--- src/bst_params.svh ---
/*
  constants of the boundary-scan test access block: instruction codes,
  scan lengths, key values, register offsets and reset values.
  assumes it is included by its bare name from the package and modules.
*/
`ifndef BST_PARAMS_SVH
`define BST_PARAMS_SVH

// instruction register
`define BST_IR_W          10
`define BST_IR_CAPTURE    10'h001
`define BST_OP_BYPASS     10'h3FF
`define BST_OP_IDCODE     10'h006
`define BST_OP_SAMPLE     10'h005
`define BST_OP_EXTEST     10'h00F
`define BST_OP_USERCODE   10'h007
`define BST_OP_HIGHZ      10'h00B
`define BST_OP_CLAMP      10'h00A
`define BST_OP_SCANEN     10'h013
`define BST_OP_HALT       10'h201

// data register lengths
`define BST_DR_MAX        34
`define BST_LEN_W         6
`define BST_LEN_BYPASS    6'h01
`define BST_LEN_WORD      6'h20
`define BST_LEN_SCANEN    6'h08
`define BST_LEN_HALT      6'h22
`define BST_LEN_BSR       6'h10

// key values
`define BST_SCANEN_KEY    8'h01
`define BST_HALT_KEY1     34'h3_0000_0000
`define BST_HALT_KEY2     34'h1_0000_0005

// boundary pins, four cells per pin
`define BST_PINS          4
`define BST_BSR_W         16
`define BST_DIFF_MASK     4'hC
`define BST_SYNC_W        8
`define BST_SYNC_RST      8'h0E

// apb register map
`define BST_ADDR_W        12
`define BST_OFF_CTRL      12'h000
`define BST_OFF_STATUS    12'h004
`define BST_OFF_USERCODE  12'h008
`define BST_OFF_IDCODE    12'h00C
`define BST_OFF_PINS      12'h010
`define BST_CTRL_RST      3'h0
`define BST_USERCODE_RST  32'hFFFF_FFFF

`endif

--- src/bst_pkg.sv ---
/*
  types of the boundary-scan test access block: tap state enum and the
  bus and pin carriers.
  assumes bst_params.svh is on the include path.
*/
package bst_pkg;
`include "bst_params.svh"

    typedef enum logic [15:0] {
        TAP_TLR   = 16'h0001,
        TAP_RTI   = 16'h0002,
        TAP_SELDR = 16'h0004,
        TAP_CAPDR = 16'h0008,
        TAP_SHDR  = 16'h0010,
        TAP_EX1DR = 16'h0020,
        TAP_PADR  = 16'h0040,
        TAP_EX2DR = 16'h0080,
        TAP_UPDR  = 16'h0100,
        TAP_SELIR = 16'h0200,
        TAP_CAPIR = 16'h0400,
        TAP_SHIR  = 16'h0800,
        TAP_EX1IR = 16'h1000,
        TAP_PAIR  = 16'h2000,
        TAP_EX2IR = 16'h4000,
        TAP_UPIR  = 16'h8000
    } bst_tap_e;

    typedef struct packed {
        logic                   psel;
        logic                   penable;
        logic                   pwrite;
        logic [`BST_ADDR_W-1:0] paddr;
        logic [31:0]            pwdata;
    } bst_apb_req_s;

    typedef struct packed {
        logic [31:0] prdata;
        logic        pready;
        logic        pslverr;
    } bst_apb_rsp_s;

    typedef struct packed {
        logic tck;
        logic tms;
        logic tdi;
    } bst_jtag_in_s;

    typedef struct packed {
        logic tdo;
        logic tdo_oe_n;
    } bst_jtag_out_s;
endpackage

--- src/bst_sync.sv ---
/*
  two-flop synchroniser for the pins that enter the block.
  assumes inputs are asynchronous to sys_clk; only stage two is read.
*/
`timescale 1ns/1ps
`include "bst_params.svh"
module bst_sync (
    // clock and reset
    input  wire logic                   sys_clk,
    input  wire logic                   rst,
    // raw and synchronised levels
    input  wire logic [`BST_SYNC_W-1:0] d,
    output logic      [`BST_SYNC_W-1:0] q
);
    typedef struct packed {
        logic [`BST_SYNC_W-1:0] s1;
        logic [`BST_SYNC_W-1:0] s2;
    } bst_sync_s;

    bst_sync_s st_r;
    bst_sync_s st_nxt;

    always_comb begin
        st_nxt    = st_r;
        st_nxt.s1 = d;
        st_nxt.s2 = st_r.s1;
    end

    always_ff @(posedge sys_clk or posedge rst) begin
        if (rst) begin
            st_r <= '{s1: `BST_SYNC_RST, s2: `BST_SYNC_RST};
        end else begin
            st_r <= st_nxt;
        end
    end

    assign q = st_r.s2;
endmodule

--- src/bst_tap.sv ---
/*
  boundary-scan test access port: tap state machine on sampled tck,
  instruction and data registers, boundary cells, halt and scan-enable
  sequences, and an apb slave for control and status.
  assumes tck, tms, tdi, config_restart_n and pins are asynchronous;
  core_out and core_oe_n come from logic on sys_clk.
*/
`timescale 1ns/1ps
`include "bst_params.svh"
// Functional notes
// RULE1: bypass, id, sample run without halting configuration
// RULE2: halt needs instruction 0x201 then two scans
// RULE3: restart input low halts; then all instructions
// RULE4: dummy bit precedes each segment, value unknown
// RULE5: processor tap joins only after configuration
// RULE6: tester holds fixed values in dedicated cells
// RULE7: direction cell zero drives, one captures
// RULE8: scan circuitry enabled by configuration or key
// RULE9: tester shifts 0x013 then data 0x01
// RULE10: test port always on, no disable
// RULE11: instruction capture shifts out 1 then 0
// RULE12: tester reaches shift-ir with tms 01100
// RULE13: tester preloads before first external test; bench loads extest in t_halt before any preload
// RULE14: output-enable zero drives output data onto pin
// RULE15: no external test during reconfiguration
// RULE16: differential pins internal after configuration
// RULE17: reset state loads identification instruction
// RULE18: scan-enable register eight bits, key 0x01
// RULE19: standard tap machine, tdo on falling edge
module bst_tap #(
    parameter logic [31:0] IDCODE_VALUE = 32'h0A5A_5001  // arbitrary value
) (
    // clock and reset
    input  wire logic                  sys_clk,
    input  wire logic                  rst,
    // test port
    input  wire bst_pkg::bst_jtag_in_s jtag_in,
    output bst_pkg::bst_jtag_out_s     jtag_out,
    // configuration
    input  wire logic                  config_restart_n,
    output logic                       config_halt,
    output logic                       hard_processor_system_join,
    // boundary pins
    input  wire logic [`BST_PINS-1:0]  pin_in,
    input  wire logic [`BST_PINS-1:0]  core_out,
    input  wire logic [`BST_PINS-1:0]  core_oe_n,
    output logic      [`BST_PINS-1:0]  pin_out,
    output logic      [`BST_PINS-1:0]  pin_oe_n,
    // register bus
    input  wire bst_pkg::bst_apb_req_s apb_req,
    output bst_pkg::bst_apb_rsp_s      apb_rsp
);
    import bst_pkg::*;

    typedef struct packed {
        bst_tap_e               st;
        logic [`BST_IR_W-1:0]   ir;
        logic [`BST_IR_W-1:0]   ir_sh;
        logic [`BST_DR_MAX-1:0] dr_sh;
        logic                   proc_bit;
        logic                   tck_d;
        logic                   tdo;
        logic                   tdo_oe_n;
        logic [`BST_PINS-1:0]   output_enable_update_reg;
        logic [`BST_PINS-1:0]   output_data_update_reg;
        logic [`BST_PINS-1:0]   pin_out;
        logic [`BST_PINS-1:0]   pin_oe_n;
        logic                   scan_en;
        logic                   halt_step;
        logic                   halt_cmd;
        logic                   config_halt;
        logic                   proc_join;
        logic [2:0]             ctrl;
        logic [31:0]            usercode;
        logic [31:0]            prdata;
        logic                   pready;
        logic                   pslverr;
    } bst_state_s;

    bst_state_s q;
    bst_state_s nxt;

    logic [`BST_SYNC_W-1:0] sync_q;
    logic                   tck_s;
    logic                   tms_s;
    logic                   tdi_s;
    logic                   restart_s;
    logic [`BST_PINS-1:0]   pin_s;
    logic                   tck_rise;
    logic                   tck_fall;
    logic                   bst_en;
    logic                   test_drive;
    logic                   fab_tdi;
    logic [`BST_LEN_W-1:0]  dr_len;
    logic [`BST_BSR_W-1:0]  bsr_cap;
    logic [`BST_PINS-1:0]   internal;

    bst_sync u_sync (
        .sys_clk (sys_clk),
        .rst     (rst),
        .d       ({pin_in, config_restart_n, jtag_in.tdi, jtag_in.tms, jtag_in.tck}),
        .q       (sync_q)
    );

    assign tck_s     = sync_q[0];
    assign tms_s     = sync_q[1];
    assign tdi_s     = sync_q[2];
    assign restart_s = sync_q[3];
    assign pin_s     = sync_q[7:4];
    assign tck_rise  = tck_s & ~q.tck_d;
    assign tck_fall  = ~tck_s & q.tck_d;

    function automatic bst_tap_e tap_next(input bst_tap_e s, input logic tms);
        case (s)
            TAP_TLR:   tap_next = tms ? TAP_TLR : TAP_RTI;
            TAP_RTI:   tap_next = tms ? TAP_SELDR : TAP_RTI;
            TAP_SELDR: tap_next = tms ? TAP_SELIR : TAP_CAPDR;
            TAP_CAPDR: tap_next = tms ? TAP_EX1DR : TAP_SHDR;
            TAP_SHDR:  tap_next = tms ? TAP_EX1DR : TAP_SHDR;
            TAP_EX1DR: tap_next = tms ? TAP_UPDR : TAP_PADR;
            TAP_PADR:  tap_next = tms ? TAP_EX2DR : TAP_PADR;
            TAP_EX2DR: tap_next = tms ? TAP_UPDR : TAP_SHDR;
            TAP_UPDR:  tap_next = tms ? TAP_SELDR : TAP_RTI;
            TAP_SELIR: tap_next = tms ? TAP_TLR : TAP_CAPIR;
            TAP_CAPIR: tap_next = tms ? TAP_EX1IR : TAP_SHIR;
            TAP_SHIR:  tap_next = tms ? TAP_EX1IR : TAP_SHIR;
            TAP_EX1IR: tap_next = tms ? TAP_UPIR : TAP_PAIR;
            TAP_PAIR:  tap_next = tms ? TAP_EX2IR : TAP_PAIR;
            TAP_EX2IR: tap_next = tms ? TAP_UPIR : TAP_SHIR;
            TAP_UPIR:  tap_next = tms ? TAP_SELDR : TAP_RTI;
            default:   tap_next = TAP_TLR;
        endcase
    endfunction

    // instructions that take over the pins
    function automatic logic is_drive_op(input logic [`BST_IR_W-1:0] op);
        is_drive_op = (op == `BST_OP_EXTEST) || (op == `BST_OP_CLAMP) ||
                      (op == `BST_OP_HIGHZ);
    endfunction

    function automatic logic is_bsr_op(input logic [`BST_IR_W-1:0] op);
        is_bsr_op = (op == `BST_OP_SAMPLE) || (op == `BST_OP_EXTEST);
    endfunction

    always_comb begin
        nxt        = q;
        nxt.tck_d  = tck_s;
        bst_en     = q.ctrl[0] | q.scan_en;                                   // RULE8
        test_drive = bst_en & ~q.ctrl[2] & is_drive_op(q.ir);                 // RULE15
        internal   = q.ctrl[0] ? `BST_DIFF_MASK : '0;                         // RULE16
        fab_tdi    = q.proc_join ? q.proc_bit : tdi_s;                        // RULE5
        case (q.ir)
            `BST_OP_IDCODE, `BST_OP_USERCODE: dr_len = `BST_LEN_WORD;
            `BST_OP_SAMPLE, `BST_OP_EXTEST:   dr_len = `BST_LEN_BSR;
            `BST_OP_SCANEN:                   dr_len = `BST_LEN_SCANEN;       // RULE18
            `BST_OP_HALT:                     dr_len = `BST_LEN_HALT;
            default:                          dr_len = `BST_LEN_BYPASS;
        endcase
        // cells per pin: dummy, direction, data, input; dummy nearest tdo
        bsr_cap = '0;
        for (int i = 0; i < `BST_PINS; i++) begin
            bsr_cap[4*i]   = q.dr_sh[4*i];                                    // RULE4
            bsr_cap[4*i+1] = bst_en & q.pin_oe_n[i];
            bsr_cap[4*i+2] = bst_en & q.pin_out[i];
            bsr_cap[4*i+3] = bst_en & pin_s[i];
        end
        if (tck_rise) begin                                                   // RULE10
            nxt.st = tap_next(q.st, tms_s);                                   // RULE19
            case (q.st)
                TAP_CAPIR: begin
                    nxt.ir_sh    = `BST_IR_CAPTURE;                           // RULE11
                    nxt.proc_bit = 1'h0;
                end
                TAP_SHIR: begin
                    nxt.ir_sh    = {fab_tdi, q.ir_sh[`BST_IR_W-1:1]};
                    nxt.proc_bit = tdi_s;
                end
                TAP_UPIR: begin
                    // free ops always; the rest once configured or halted
                    if ((q.ir_sh == `BST_OP_BYPASS) || (q.ir_sh == `BST_OP_IDCODE) ||
                        (q.ir_sh == `BST_OP_SAMPLE) || (q.ir_sh == `BST_OP_SCANEN) ||
                        (q.ir_sh == `BST_OP_HALT) || q.ctrl[0] || q.config_halt) begin
                        nxt.ir = q.ir_sh;                                     // RULE1 RULE3
                    end else begin
                        nxt.ir = `BST_OP_BYPASS;
                    end
                end
                TAP_CAPDR: begin
                    nxt.proc_bit = 1'h0;
                    case (q.ir)
                        `BST_OP_IDCODE:   nxt.dr_sh = {2'h0, IDCODE_VALUE};
                        `BST_OP_USERCODE: nxt.dr_sh = {2'h0, q.usercode};
                        `BST_OP_SAMPLE,
                        `BST_OP_EXTEST:   nxt.dr_sh = {18'h0, bsr_cap};
                        `BST_OP_SCANEN:   nxt.dr_sh = {33'h0, q.scan_en};
                        default:          nxt.dr_sh = '0;
                    endcase
                end
                TAP_SHDR: begin
                    nxt.proc_bit = tdi_s;
                    for (int k = 0; k < `BST_DR_MAX; k++) begin
                        if (k == int'(dr_len) - 1) begin
                            nxt.dr_sh[k] = fab_tdi;
                        end else if (k < int'(dr_len) - 1) begin
                            nxt.dr_sh[k] = q.dr_sh[k+1];
                        end
                    end
                end
                TAP_UPDR: begin
                    if (is_bsr_op(q.ir) && bst_en) begin
                        for (int i = 0; i < `BST_PINS; i++) begin
                            if (!internal[i]) begin                           // RULE16
                                nxt.output_enable_update_reg[i] = q.dr_sh[4*i+1]; // RULE7
                                nxt.output_data_update_reg[i]   = q.dr_sh[4*i+2];
                            end
                        end
                    end
                    if (q.ir == `BST_OP_SCANEN) begin
                        nxt.scan_en = (q.dr_sh[7:0] == `BST_SCANEN_KEY);      // RULE18
                    end
                    if (q.ir == `BST_OP_HALT) begin
                        nxt.halt_step = (q.dr_sh == `BST_HALT_KEY1);          // RULE2
                        if (q.halt_step && (q.dr_sh == `BST_HALT_KEY2)) begin
                            nxt.halt_cmd = 1'h1;                              // RULE2
                        end
                    end
                end
                default: begin
                end
            endcase
        end
        if (q.st == TAP_TLR) begin
            nxt.ir = `BST_OP_IDCODE;                                          // RULE17
        end
        if (tck_fall) begin
            if ((q.st == TAP_SHIR) || (q.st == TAP_SHDR)) begin
                nxt.tdo      = (q.st == TAP_SHIR) ? q.ir_sh[0] : q.dr_sh[0];  // RULE19
                nxt.tdo_oe_n = 1'h0;
            end else begin
                nxt.tdo_oe_n = 1'h1;
            end
        end
        // a restart of configuration drops any halt command
        if (!restart_s) begin
            nxt.halt_cmd  = 1'h0;
            nxt.halt_step = 1'h0;
        end
        nxt.config_halt = nxt.halt_cmd | ~restart_s;                          // RULE3
        nxt.proc_join   = q.ctrl[0] & q.ctrl[1];                              // RULE5
        for (int i = 0; i < `BST_PINS; i++) begin
            if (test_drive && !internal[i]) begin
                if (q.ir == `BST_OP_HIGHZ) begin
                    nxt.pin_oe_n[i] = 1'h1;
                    nxt.pin_out[i]  = q.output_data_update_reg[i];
                end else begin
                    nxt.pin_oe_n[i] = q.output_enable_update_reg[i];          // RULE14
                    nxt.pin_out[i]  = q.output_data_update_reg[i];            // RULE14
                end
            end else begin
                nxt.pin_oe_n[i] = core_oe_n[i];
                nxt.pin_out[i]  = core_out[i];
            end
        end
        // apb: one wait state, write lands on the completing edge
        nxt.pready  = apb_req.psel & apb_req.penable & ~q.pready;
        nxt.pslverr = 1'h0;
        if (apb_req.psel && apb_req.penable && !q.pready) begin
            case (apb_req.paddr)
                `BST_OFF_CTRL:     nxt.prdata = {29'h0, q.ctrl};
                `BST_OFF_STATUS:   nxt.prdata = {2'h0, q.proc_join, bst_en, q.config_halt,
                                                 q.scan_en, q.ir, q.st};
                `BST_OFF_USERCODE: nxt.prdata = q.usercode;
                `BST_OFF_IDCODE:   nxt.prdata = IDCODE_VALUE;
                `BST_OFF_PINS:     nxt.prdata = {28'h0, pin_s};
                default: begin
                    nxt.prdata  = '0;
                    nxt.pslverr = 1'h1;
                end
            endcase
        end
        if (apb_req.psel && apb_req.penable && q.pready && apb_req.pwrite) begin
            case (apb_req.paddr)
                `BST_OFF_CTRL:     nxt.ctrl     = apb_req.pwdata[2:0];
                `BST_OFF_USERCODE: nxt.usercode = apb_req.pwdata;
                default: begin
                end
            endcase
        end
    end

    always_ff @(posedge sys_clk or posedge rst) begin
        if (rst) begin
            q          <= '0;
            q.st       <= TAP_TLR;
            q.ir       <= `BST_OP_IDCODE;
            q.tdo_oe_n <= 1'h1;
            q.pin_oe_n <= '1;
            q.output_enable_update_reg <= '1;
            q.ctrl     <= `BST_CTRL_RST;
            q.usercode <= `BST_USERCODE_RST;
            q.tck_d    <= 1'h0;
        end else begin
            q <= nxt;
        end
    end

    assign jtag_out                   = '{tdo: q.tdo, tdo_oe_n: q.tdo_oe_n};
    assign apb_rsp                    = '{prdata: q.prdata, pready: q.pready,
                                          pslverr: q.pslverr};
    assign config_halt                = q.config_halt;
    assign hard_processor_system_join = q.proc_join;
    assign pin_out                    = q.pin_out;
    assign pin_oe_n                   = q.pin_oe_n;
endmodule

--- config.mk ---
export PLATFORM = sky130hd
export DESIGN_NAME = bst_tap
export DESIGN_NICKNAME = d
export VERILOG_FILES = /design/src/bst_pkg.sv /design/src/bst_sync.sv /design/src/bst_tap.sv
export VERILOG_INCLUDE_DIRS = /design/src
export SDC_FILE = /design/constraint.sdc
export NUM_CORES = 1
export LEC_CHECK = 0
export BUFFER_PORTS_ARGS = -buffer_cell sky130_fd_sc_hd__buf_2
export CAP_MARGIN = 20
export CORE_AREA = 2 2 133 122
export DETAILED_ROUTE_END_ITERATION = 6
export DIE_AREA = 0 0 135 124
export PLACE_DENSITY_LB_ADDON = 0.05
export SLEW_MARGIN = 20
export SYNTH_ARGS = -nofsm -noshare
export SYNTH_HDL_FRONTEND = slang
export SYNTH_SLANG_ARGS = --single-unit
--- constraint.sdc ---
create_clock -name sys_clk -period 10.08 [get_ports sys_clk]
set_input_delay 0.504 -clock sys_clk [delete_from_list [all_inputs] [get_ports sys_clk]]
set_output_delay 0.504 -clock sys_clk [all_outputs]
set_load 0.02 [all_outputs]
==> PnR_summary.wiki, run 1 <==
{| class="wikitable"
! Metric !! Value
|-
| Count of antenna diodes in the layout || 0
|-
| Outcome || finished, final reports clean
|-
| Slew at the pin closest to its max-slew limit || 1.11 ns
|-
| I/O pin count || 111
|-
| Worst setup slack for register-to-register paths || 5.53 ns
|-
| Post-CTS setup buffers || 0
|-
| Total length of routed wires || 28500 µm
|-
| Post-Route Skew || 0.0142 ns
|-
| Combinational cell fraction of total power || 10.5%
|-
| Arrival time of data at the critical path endpoint || 4.87 ns
|-
| Area grow syn2layout || 8.53%
|-
| # port buffers || 110
|-
| Synth warnings || 0
|-
| Post-synthesis register bit count || 180
|-
| Die outline area || 16700 µm²
|-
| Slowest library cell on the worst path || sky130_fd_sc_hd__nor4_4
|-
| X dimension of the die || 135 µm
|-
| Psw || 0.000422 W
|-
| Buf+Inv Stages, Crit Path || 1
|-
| Nature of the critical path endpoint || flip-flop
|-
| CP Cell Sequence || nor4_4, nand4_2, nand2_1, ha_1, inv_1, a41oi_1, or2_1, nor2_1, ha_1, nand2_1, nand2_1, o221ai_1, mux2_2
|-
| CP Launch Type || flip-flop
|-
| Fraction of post-synthesis cell area in the top cell type by area || 33.7%
|-
| Final RePlAce weighted congestion || 0.934
|-
| Post-detailed-route count of antenna-violating nets || 0
|-
| Syn nets || 1022
|-
| Fin. Hold Viols || 0
|-
| Maximum achievable frequency || 220 MHz
|-
| Sequential element share of the synthesized area || 47.3%
|-
| Area fraction in and, or, nand and nor cells after synthesis || 18.6%
|-
| Global-route wire length before repair || 43500 µm
|-
| Worst-case vdd ir drop || 0.000174 V
|-
| Internal power || 0.00117 W
|-
| Clock latency at the later pin of the worst-skew pair || 0.43 ns
|-
| Number of resized instances in the post-cts repair step || 0
|-
| Count of flip-flops with a built-in enable after synthesis || 0
|-
| Share of power burned in registers || 49.5%
|-
| Height of the chip || 124 µm
|-
| Period Utilization, post-route || 45.1%
|-
| Per-cell via count in the routed design || 6.58
|-
| Average wire per cell in the routed design || 23.8 µm
|-
| RSZ-0062 raised after global routing || no
|-
| Worst path required time || 10.40 ns
|-
| Post-synthesis instance area || 9660 µm²
|-
| Antenna violations before repair || 1
|-
| Multiplexer share of the synthesized area || 9.56%
|-
| Clock edge transition at the registers on the reported setup and hold paths || 0.07 ns
|-
| Fraction of layout cells with a size suffix above 1 || 30.0%
|-
| Sw Ratio || 26.6%
|-
| Most frequent standard cell in the layout excluding fill and tap cells || sky130_fd_sc_hd__dfrtp_1
|-
| Share of the synthesized netlist area taken by xor and xnor gates || 0.725%
|-
| Clock sink count || 180
|-
| Synthesized-area fraction occupied by adder cells || 0.622%
|-
| Initial Utilization || 63.2%
|-
| CTS HTree Levels || 4
|-
| Clock Power Share || 40.0%
|-
| WHS Endpoint || u_sync.st_nxt[2]
|-
| Leading post-synthesis cells by cell area || sky130_fd_sc_hd__dfrtp_1 (34%), sky130_fd_sc_hd__dfstp_2 (14%), sky130_fd_sc_hd__mux2_2 (7.5%), sky130_fd_sc_hd__nand2_1 (4.8%), sky130_fd_sc_hd__o21ai_0 (3.8%)
|-
| Total congestion overflow || 0
|-
| Final setup violation count || 0
|-
| Crit path time final || 4.55 ns
|-
| Number of different library cells in the post-synthesis netlist || 86
|-
| Cell with the most instances on the worst path || sky130_fd_sc_hd__nand2_1
|-
| Dominant combinational cell family by area after synthesis || simple AND/OR/NAND/NOR gates
|-
| Clock tree from TritonCTS || done
|-
| Total core area || 15300 µm²
|-
| Flip-flop cell with the highest count after synthesis || sky130_fd_sc_hd__dfrtp_1
|-
| Global Route Usage Sum || 35.1%
|-
| Quantity of hold-fixing buffers added after cts || 0
|-
| Vias in the first global route || 7455
|-
| Final-layout setup total negative slack || 0 ns
|-
| Kind of critical path || reg -> reg
|-
| Critical register-to-register path endpoint || bsr_cap[0]
|-
| Number of fillers in the final layout || 1186
|-
| Sum of net half-perimeters after detailed placement || 21300 µm
|-
| Post-synthesis area per instance || 10.1 µm²
|-
| HP Class || in -> reg
|-
| Hold slack final || 0.162 ns
|-
| Dominant cell type by area after synthesis || sky130_fd_sc_hd__dfrtp_1
|-
| Total power || 0.00159 W
|-
| Compound-gate portion of the synthesized area || 16.1%
|-
| Clock root cell || sky130_fd_sc_hd__clkbuf_16
|-
| Number of instances in the placed design || 1166
|-
| Depth of the worst register-to-register path || 13
|-
| Final cell area excluding filler cells || 10500 µm²
|-
| P_leak || 4.65 nW
|-
| Worst r2r src || q[142]
|-
| Placement-stage cell area || 9920 µm²
|-
| Min-Delay Startpoint || jtag_in[0]
|-
| Net total in the final layout || 1052
|-
| Kind of cell with the highest combined delay on the critical path || simple AND/OR/NAND/NOR gates
|-
| Number of max-slew violations in the final report || 0
|-
| Clock Tree Buf Depth || 2
|-
| Total vias in the final route || 7887
|-
| Number of instances on the worst hold path || 1
|-
| Proportion of synthesized flip-flops having asynchronous set or reset || 100%
|-
| Router iterations before antenna repair || 5
|-
| Max-cap check violation count || 0
|-
| Commonest cells after routing, fill and taps aside || sky130_fd_sc_hd__dfrtp_1 (130), sky130_fd_sc_hd__nand2_1 (124), sky130_fd_sc_hd__buf_2 (110)
|-
| Core Rows || 43
|-
| Post-Layout Cell Count || 1198
|-
| Gate Count Post-Synth || 953
|-
| Number of clock buffers inserted by TritonCTS || 17
|-
| Stage delay of the slowest cell on the critical path || 0.69 ns
|-
| Pin count of the biggest net entering global routing || 107
|-
| PwrDens || 151 nW/µm²
|-
| Largest driver fanout on the critical path || 14
|-
| Initial drt markers || 729
|-
| DRC viols || 0
|-
| Max-slew headroom at the worst pin || 25.9%
|}
==> cell families after synthesis <==
| group | count (synthesis) |
|---|---|
| mux | 81 |
| xor+xnor | 8 |
| fa+ha+maj | 5 |
| other cells | 1 |
| flops | 180 |
| compound gates | 231 |
| buf+inv | 122 |
| simple gates | 325 |
==> synth_stat cells (4+ instances only) <==
| master | instances |
|---|---|
| sky130_fd_sc_hd__nand2_1 | 124 |
| sky130_fd_sc_hd__a21oi_1 | 30 |
| sky130_fd_sc_hd__a2bb2oi_1 | 8 |
| sky130_fd_sc_hd__nor4b_1 | 8 |
| sky130_fd_sc_hd__nor4_1 | 10 |
| sky130_fd_sc_hd__dfstp_2 | 50 |
| sky130_fd_sc_hd__dfrtp_1 | 130 |
| sky130_fd_sc_hd__nor3_1 | 18 |
| sky130_fd_sc_hd__or4_1 | 4 |
| sky130_fd_sc_hd__nor4_4 | 6 |
| sky130_fd_sc_hd__buf_2 | 21 |
| sky130_fd_sc_hd__o22a_1 | 5 |
| sky130_fd_sc_hd__o31ai_1 | 12 |
| sky130_fd_sc_hd__a22o_1 | 12 |
| sky130_fd_sc_hd__a211oi_1 | 4 |
| sky130_fd_sc_hd__ha_1 | 4 |
| sky130_fd_sc_hd__mux2_4 | 6 |
| sky130_fd_sc_hd__clkbuf_1 | 35 |
| sky130_fd_sc_hd__nor2_1 | 55 |
| sky130_fd_sc_hd__a21o_1 | 4 |
| sky130_fd_sc_hd__o21ai_0 | 74 |
| sky130_fd_sc_hd__mux2_2 | 64 |
| sky130_fd_sc_hd__mux2i_1 | 9 |
| sky130_fd_sc_hd__a31oi_1 | 10 |
| sky130_fd_sc_hd__and4_1 | 5 |
| sky130_fd_sc_hd__a22oi_1 | 33 |
| sky130_fd_sc_hd__nand4_1 | 9 |
| sky130_fd_sc_hd__buf_4 | 44 |
| sky130_fd_sc_hd__nand4b_1 | 5 |
| sky130_fd_sc_hd__xnor2_1 | 6 |
| sky130_fd_sc_hd__buf_6 | 4 |
| sky130_fd_sc_hd__o32ai_1 | 4 |
| sky130_fd_sc_hd__nor2b_1 | 8 |
| sky130_fd_sc_hd__and2_1 | 4 |
| sky130_fd_sc_hd__nand3_1 | 29 |
| sky130_fd_sc_hd__and3_1 | 8 |
| sky130_fd_sc_hd__o21bai_1 | 4 |
| sky130_fd_sc_hd__inv_1 | 15 |
==> sequential cells by signal (all words and copies together), names as in the netlist <==
signal and cells:
apb_rsp 34, bsr_cap 4, config_halt 1, hard_processor_system_join 1, jtag_out 2, pin_oe_n 4
pin_out 4, q 114, u_sync.q 8, u_sync.st_nxt 8
==> area by class of cell <==
cell class / count / area [µm²] / share of cell area (%)
flip-flops and latches: 180 / 4570 / 43.6
multi-input cells: 651 / 4440 / 42.3
repair buffers: 117 / 603 / 5.75
clock buffers: 20 / 457 / 4.36
well taps: 202 / 253 / 2.41
clock inverters: 12 / 104 / 0.990
inverters: 16 / 65.1 / 0.620
==> power groups by stage <==
stage               clock, W  sequential (W)  combinational [W]
CTS                 0.000642        0.000784           0.000165
floorplan                  0        0.000773           0.000135
global placement           0        0.000795           0.000160
detailed placement         0        0.000796           0.000164
finish              0.000636        0.000785           0.000167
global route        0.000669        0.000788           0.000183
==> metal layers <==
layer,wire [µm],up-vias,track usage (%)
met4,796,2,12.1
met2,12800,407,54.2
met3,2350,56,7.20
li1,-,3498,-
met1,12500,3924,49.9
met5,13,-,0
==> stage by stage <==
step	util (%)	setup WS (ns)
finish	68.6	5.53
global route	68.6	5.26
CTS	68.6	5.58
detailed placement	64.9	5.57
global placement	64.9	5.71
floorplan	-	4.77
==> worst max path at each step <==
| stage | start | to | slack (ns) | depth (start not counted) |
|---|---|---|---|---|
| after floorplan | rst | apb_rsp[0] | 4.77 | 1 |
| after global placement | q[142] | bsr_cap[0] | 5.71 | 13 |
| after detailed placement | q[142] | bsr_cap[0] | 5.57 | 13 |
| after CTS | q[142] | bsr_cap[0] | 5.58 | 13 |
| after global routing | q[142] | bsr_cap[0] | 5.26 | 13 |
| final | q[142] | bsr_cap[0] | 5.53 | 13 |
(Power assumes the default switching activity.)
==> inputs of run 2 (changes only) <==
Settings changed: CORE_AREA 2 2 133 122 to 2 2 146 134, DIE_AREA 0 0 135 124 to 0 0 148 136.
Clock period 10.08 ns to 4.1 ns, I/O delays scaled along.
==> run 2 against run 1 <==
Compared with the run above:
- register-to-register slack got worse by 5.2 ns
- design area increased by 5.5%
- non-clock buffer count rose by 44
- total power rose to 2.6 times the previous value
- die area rose by 20%
- routed wire length increased by 1.5%
- sequential cell count is the same
==> PnR_summary.wiki, run 2 (same netlist as run 1, synthesis figures left out) <==
{| class="wikitable"
! Metric !! Value
|-
| X dimension of the die || 148 µm (+9.6%)
|-
| Placement-stage cell area || 10100 µm² (+1.5%)
|-
| Total congestion overflow || 0 (unchanged)
|-
| Post-Route Skew || 0.0174 ns (+0.00319 ns)
|-
| Clock latency at the later pin of the worst-skew pair || 0.44 ns (about the same)
|-
| Total core area || 18700 µm² (+23%)
|-
| Max-slew headroom at the worst pin || 36.4% (+10 points)
|-
| Count of antenna diodes in the layout || 0 (unchanged)
|-
| Clock sink count || 180 (unchanged)
|-
| Sum of net half-perimeters after detailed placement || 21100 µm (-1.0%)
|-
| Clock root cell || sky130_fd_sc_hd__clkbuf_16
|-
| Kind of critical path || reg -> reg
|-
| Final cell area excluding filler cells || 11100 µm² (+5.5%)
|-
| PwrDens || 371 nW/µm² (+140%)
|-
| Quantity of hold-fixing buffers added after cts || 34 (+34)
|-
| RSZ-0062 raised after global routing || no
|-
| Outcome || finished, final reports clean
|-
| Router iterations before antenna repair || 6 (+1)
|-
| Most frequent standard cell in the layout excluding fill and tap cells || sky130_fd_sc_hd__dfrtp_1
|-
| Global-route wire length before repair || 44000 µm (+1.0%)
|-
| Die outline area || 20100 µm² (+20%)
|-
| Max FFs per register || 114 (unchanged)
|-
| P_leak || 4.86 nW (+4.6%)
|-
| Fin. Hold Viols || 0 (unchanged)
|-
| Per-cell via count in the routed design || 5.95 (-9.7%)
|-
| Total length of routed wires || 28900 µm (+1.5%)
|-
| CTS HTree Levels || 4 (unchanged)
|-
| Fraction of layout cells with a size suffix above 1 || 29.5% (-0.50 points)
|-
| Largest driver fanout on the critical path || 8 (-6)
|-
| Antenna violations before repair || 0 (-1)
|-
| Pin count of the biggest net entering global routing || 181 (+69%)
|-
| Number of max-slew violations in the final report || 0 (unchanged)
|-
| Total vias in the final route || 7672 (-2.7%)
|-
| Register name with the most flops || q
|-
| Crit path time final || 3.72 ns (-0.826 ns)
|-
| Post-CTS setup buffers || 0 (unchanged)
|-
| Vias in the first global route || 7103 (-4.7%)
|-
| Clock tree from TritonCTS || done
|-
| CP Launch Type || flip-flop
|-
| Post-detailed-route count of antenna-violating nets || 0 (unchanged)
|-
| DRC viols || 0 (unchanged)
|-
| PnR worst setup slack || 0.376 ns (-5.15 ns)
|-
| Initial Utilization || 51.6% (-12 points)
|-
| Area grow syn2layout || 14.5%
|-
| Maximum achievable frequency || 269 MHz (+22%)
|-
| Core Rows || 48 (+12%)
|-
| Clock Tree Buf Depth || 2 (unchanged)
|-
| Nature of the critical path endpoint || flip-flop
|-
| Net total in the final layout || 1096 (+4.2%)
|-
| Commonest cells after routing, fill and taps aside || sky130_fd_sc_hd__dfrtp_1 (130), sky130_fd_sc_hd__nand2_1 (124), sky130_fd_sc_hd__buf_2 (110)
|-
| Arrival time of data at the critical path endpoint || 4.06 ns (-0.81 ns)
|-
| Initial drt markers || 569 (-22%)
|-
| Post-Place Setup Slack || 0.425 ns (-5.15 ns)
|-
| Height of the chip || 136 µm (+9.7%)
|-
| I/O pin count || 111 (unchanged)
|-
| Worst-case vdd ir drop || 0.000257 V (+47%)
|-
| Clock edge transition at the registers on the reported setup and hold paths || 0.07 ns (about the same)
|-
| # port buffers || 110 (unchanged)
|-
| Slew at the pin closest to its max-slew limit || 0.951 ns (-0.156 ns)
|-
| Final setup violation count || 0 (unchanged)
|-
| Worst path required time || 4.43 ns (-5.97 ns)
|-
| Number of fillers in the final layout || 1669 (+41%)
|-
| Final RePlAce weighted congestion || 0.961 (+2.9%)
|-
| Number of resized instances in the post-cts repair step || 0 (unchanged)
|-
| Final-layout setup total negative slack || 0 ns (unchanged)
|-
| Hold slack final || 0.00948 ns (-0.153 ns)
|-
| HP Class || in -> reg
|-
| Max-cap check violation count || 0 (unchanged)
|-
| Global Route Usage Sum || 29.4% (-5.7 points)
|-
| Average wire per cell in the routed design || 22.4 µm (-5.7%)
|-
| Period Utilization, post-route || 90.8% (+46 points)
|-
| Number of clock buffers inserted by TritonCTS || 17 (unchanged)
|}
## run 2: area by class of cell
class / instances / area [µm²] / share of cell area [%]
clock buffers: 20 / 437 / 3.95
clock inverters: 12 / 178 / 1.61
inverters: 16 / 63.8 / 0.577
multi-input cells: 651 / 4450 / 40.2
flip-flops and latches: 180 / 4570 / 41.3
well taps: 250 / 313 / 2.83
repair buffers: 161 / 1050 / 9.52
## run 2: power by group
group / switching, W / total (W) / leakage [nW] / internal (W)
clock: 0.000712 / 0.00173 / 0.287 / 0.00102
combinational: 0.000259 / 0.000441 / 2.28 / 0.000182
sequential: 0.0000846 / 0.00193 / 2.29 / 0.00184
## run 2: metrics by stage
step | instances | total power [W] | util (%)
finish | 1290 | 0.00410 | 59.0
CTS | 1288 | 0.00413 | 58.8
global route | 1290 | 0.00426 | 59.0
floorplan | 953 | 0.00223 | -
global placement | 1222 | 0.00236 | 53.7
detailed placement | 1222 | 0.00236 | 53.7
## run 2: critical path, cell delays in order (launching register included)
cell and delay (ns):
sky130_fd_sc_hd__dfstp_2 0.62, sky130_fd_sc_hd__nor4b_4 0.40, sky130_fd_sc_hd__o211ai_2 0.27, sky130_fd_sc_hd__nand2_1 0.17
sky130_fd_sc_hd__ha_1 0.34, sky130_fd_sc_hd__inv_1 0.19, sky130_fd_sc_hd__a41oi_1 0.37, sky130_fd_sc_hd__or2_1 0.28
sky130_fd_sc_hd__nor2_1 0.08, sky130_fd_sc_hd__ha_1 0.22, sky130_fd_sc_hd__nand2_1 0.08, sky130_fd_sc_hd__nand2_1 0.06
sky130_fd_sc_hd__o221ai_1 0.18, sky130_fd_sc_hd__mux2_2 0.36
## run 2: final timing paths
check	from	to	slack (ns)	cells after the start
setup / recovery	q[139]	bsr_cap[0]	0.38	13
hold / removal	apb_req[28]	q[62]	0.009	2
setup reg to reg	q[139]	bsr_cap[0]	0.38	13
hold reg to reg	u_sync.st_nxt[5]	u_sync.q[5]	0.35	0
max in group asynchronous	rst	q[113]	2.72	5
min in group asynchronous	rst	apb_rsp[33]	0.38	4
## run 2: routing by layer
metal  global-route usage, %  up-vias  share of wire (%)
met2                    42.4      266                 44
met5                       0        -                  0
met3                    6.01       30                6.6
met4                    8.36        0                1.7
met1                    44.9     3792                 48
li1                        -     3584                  -
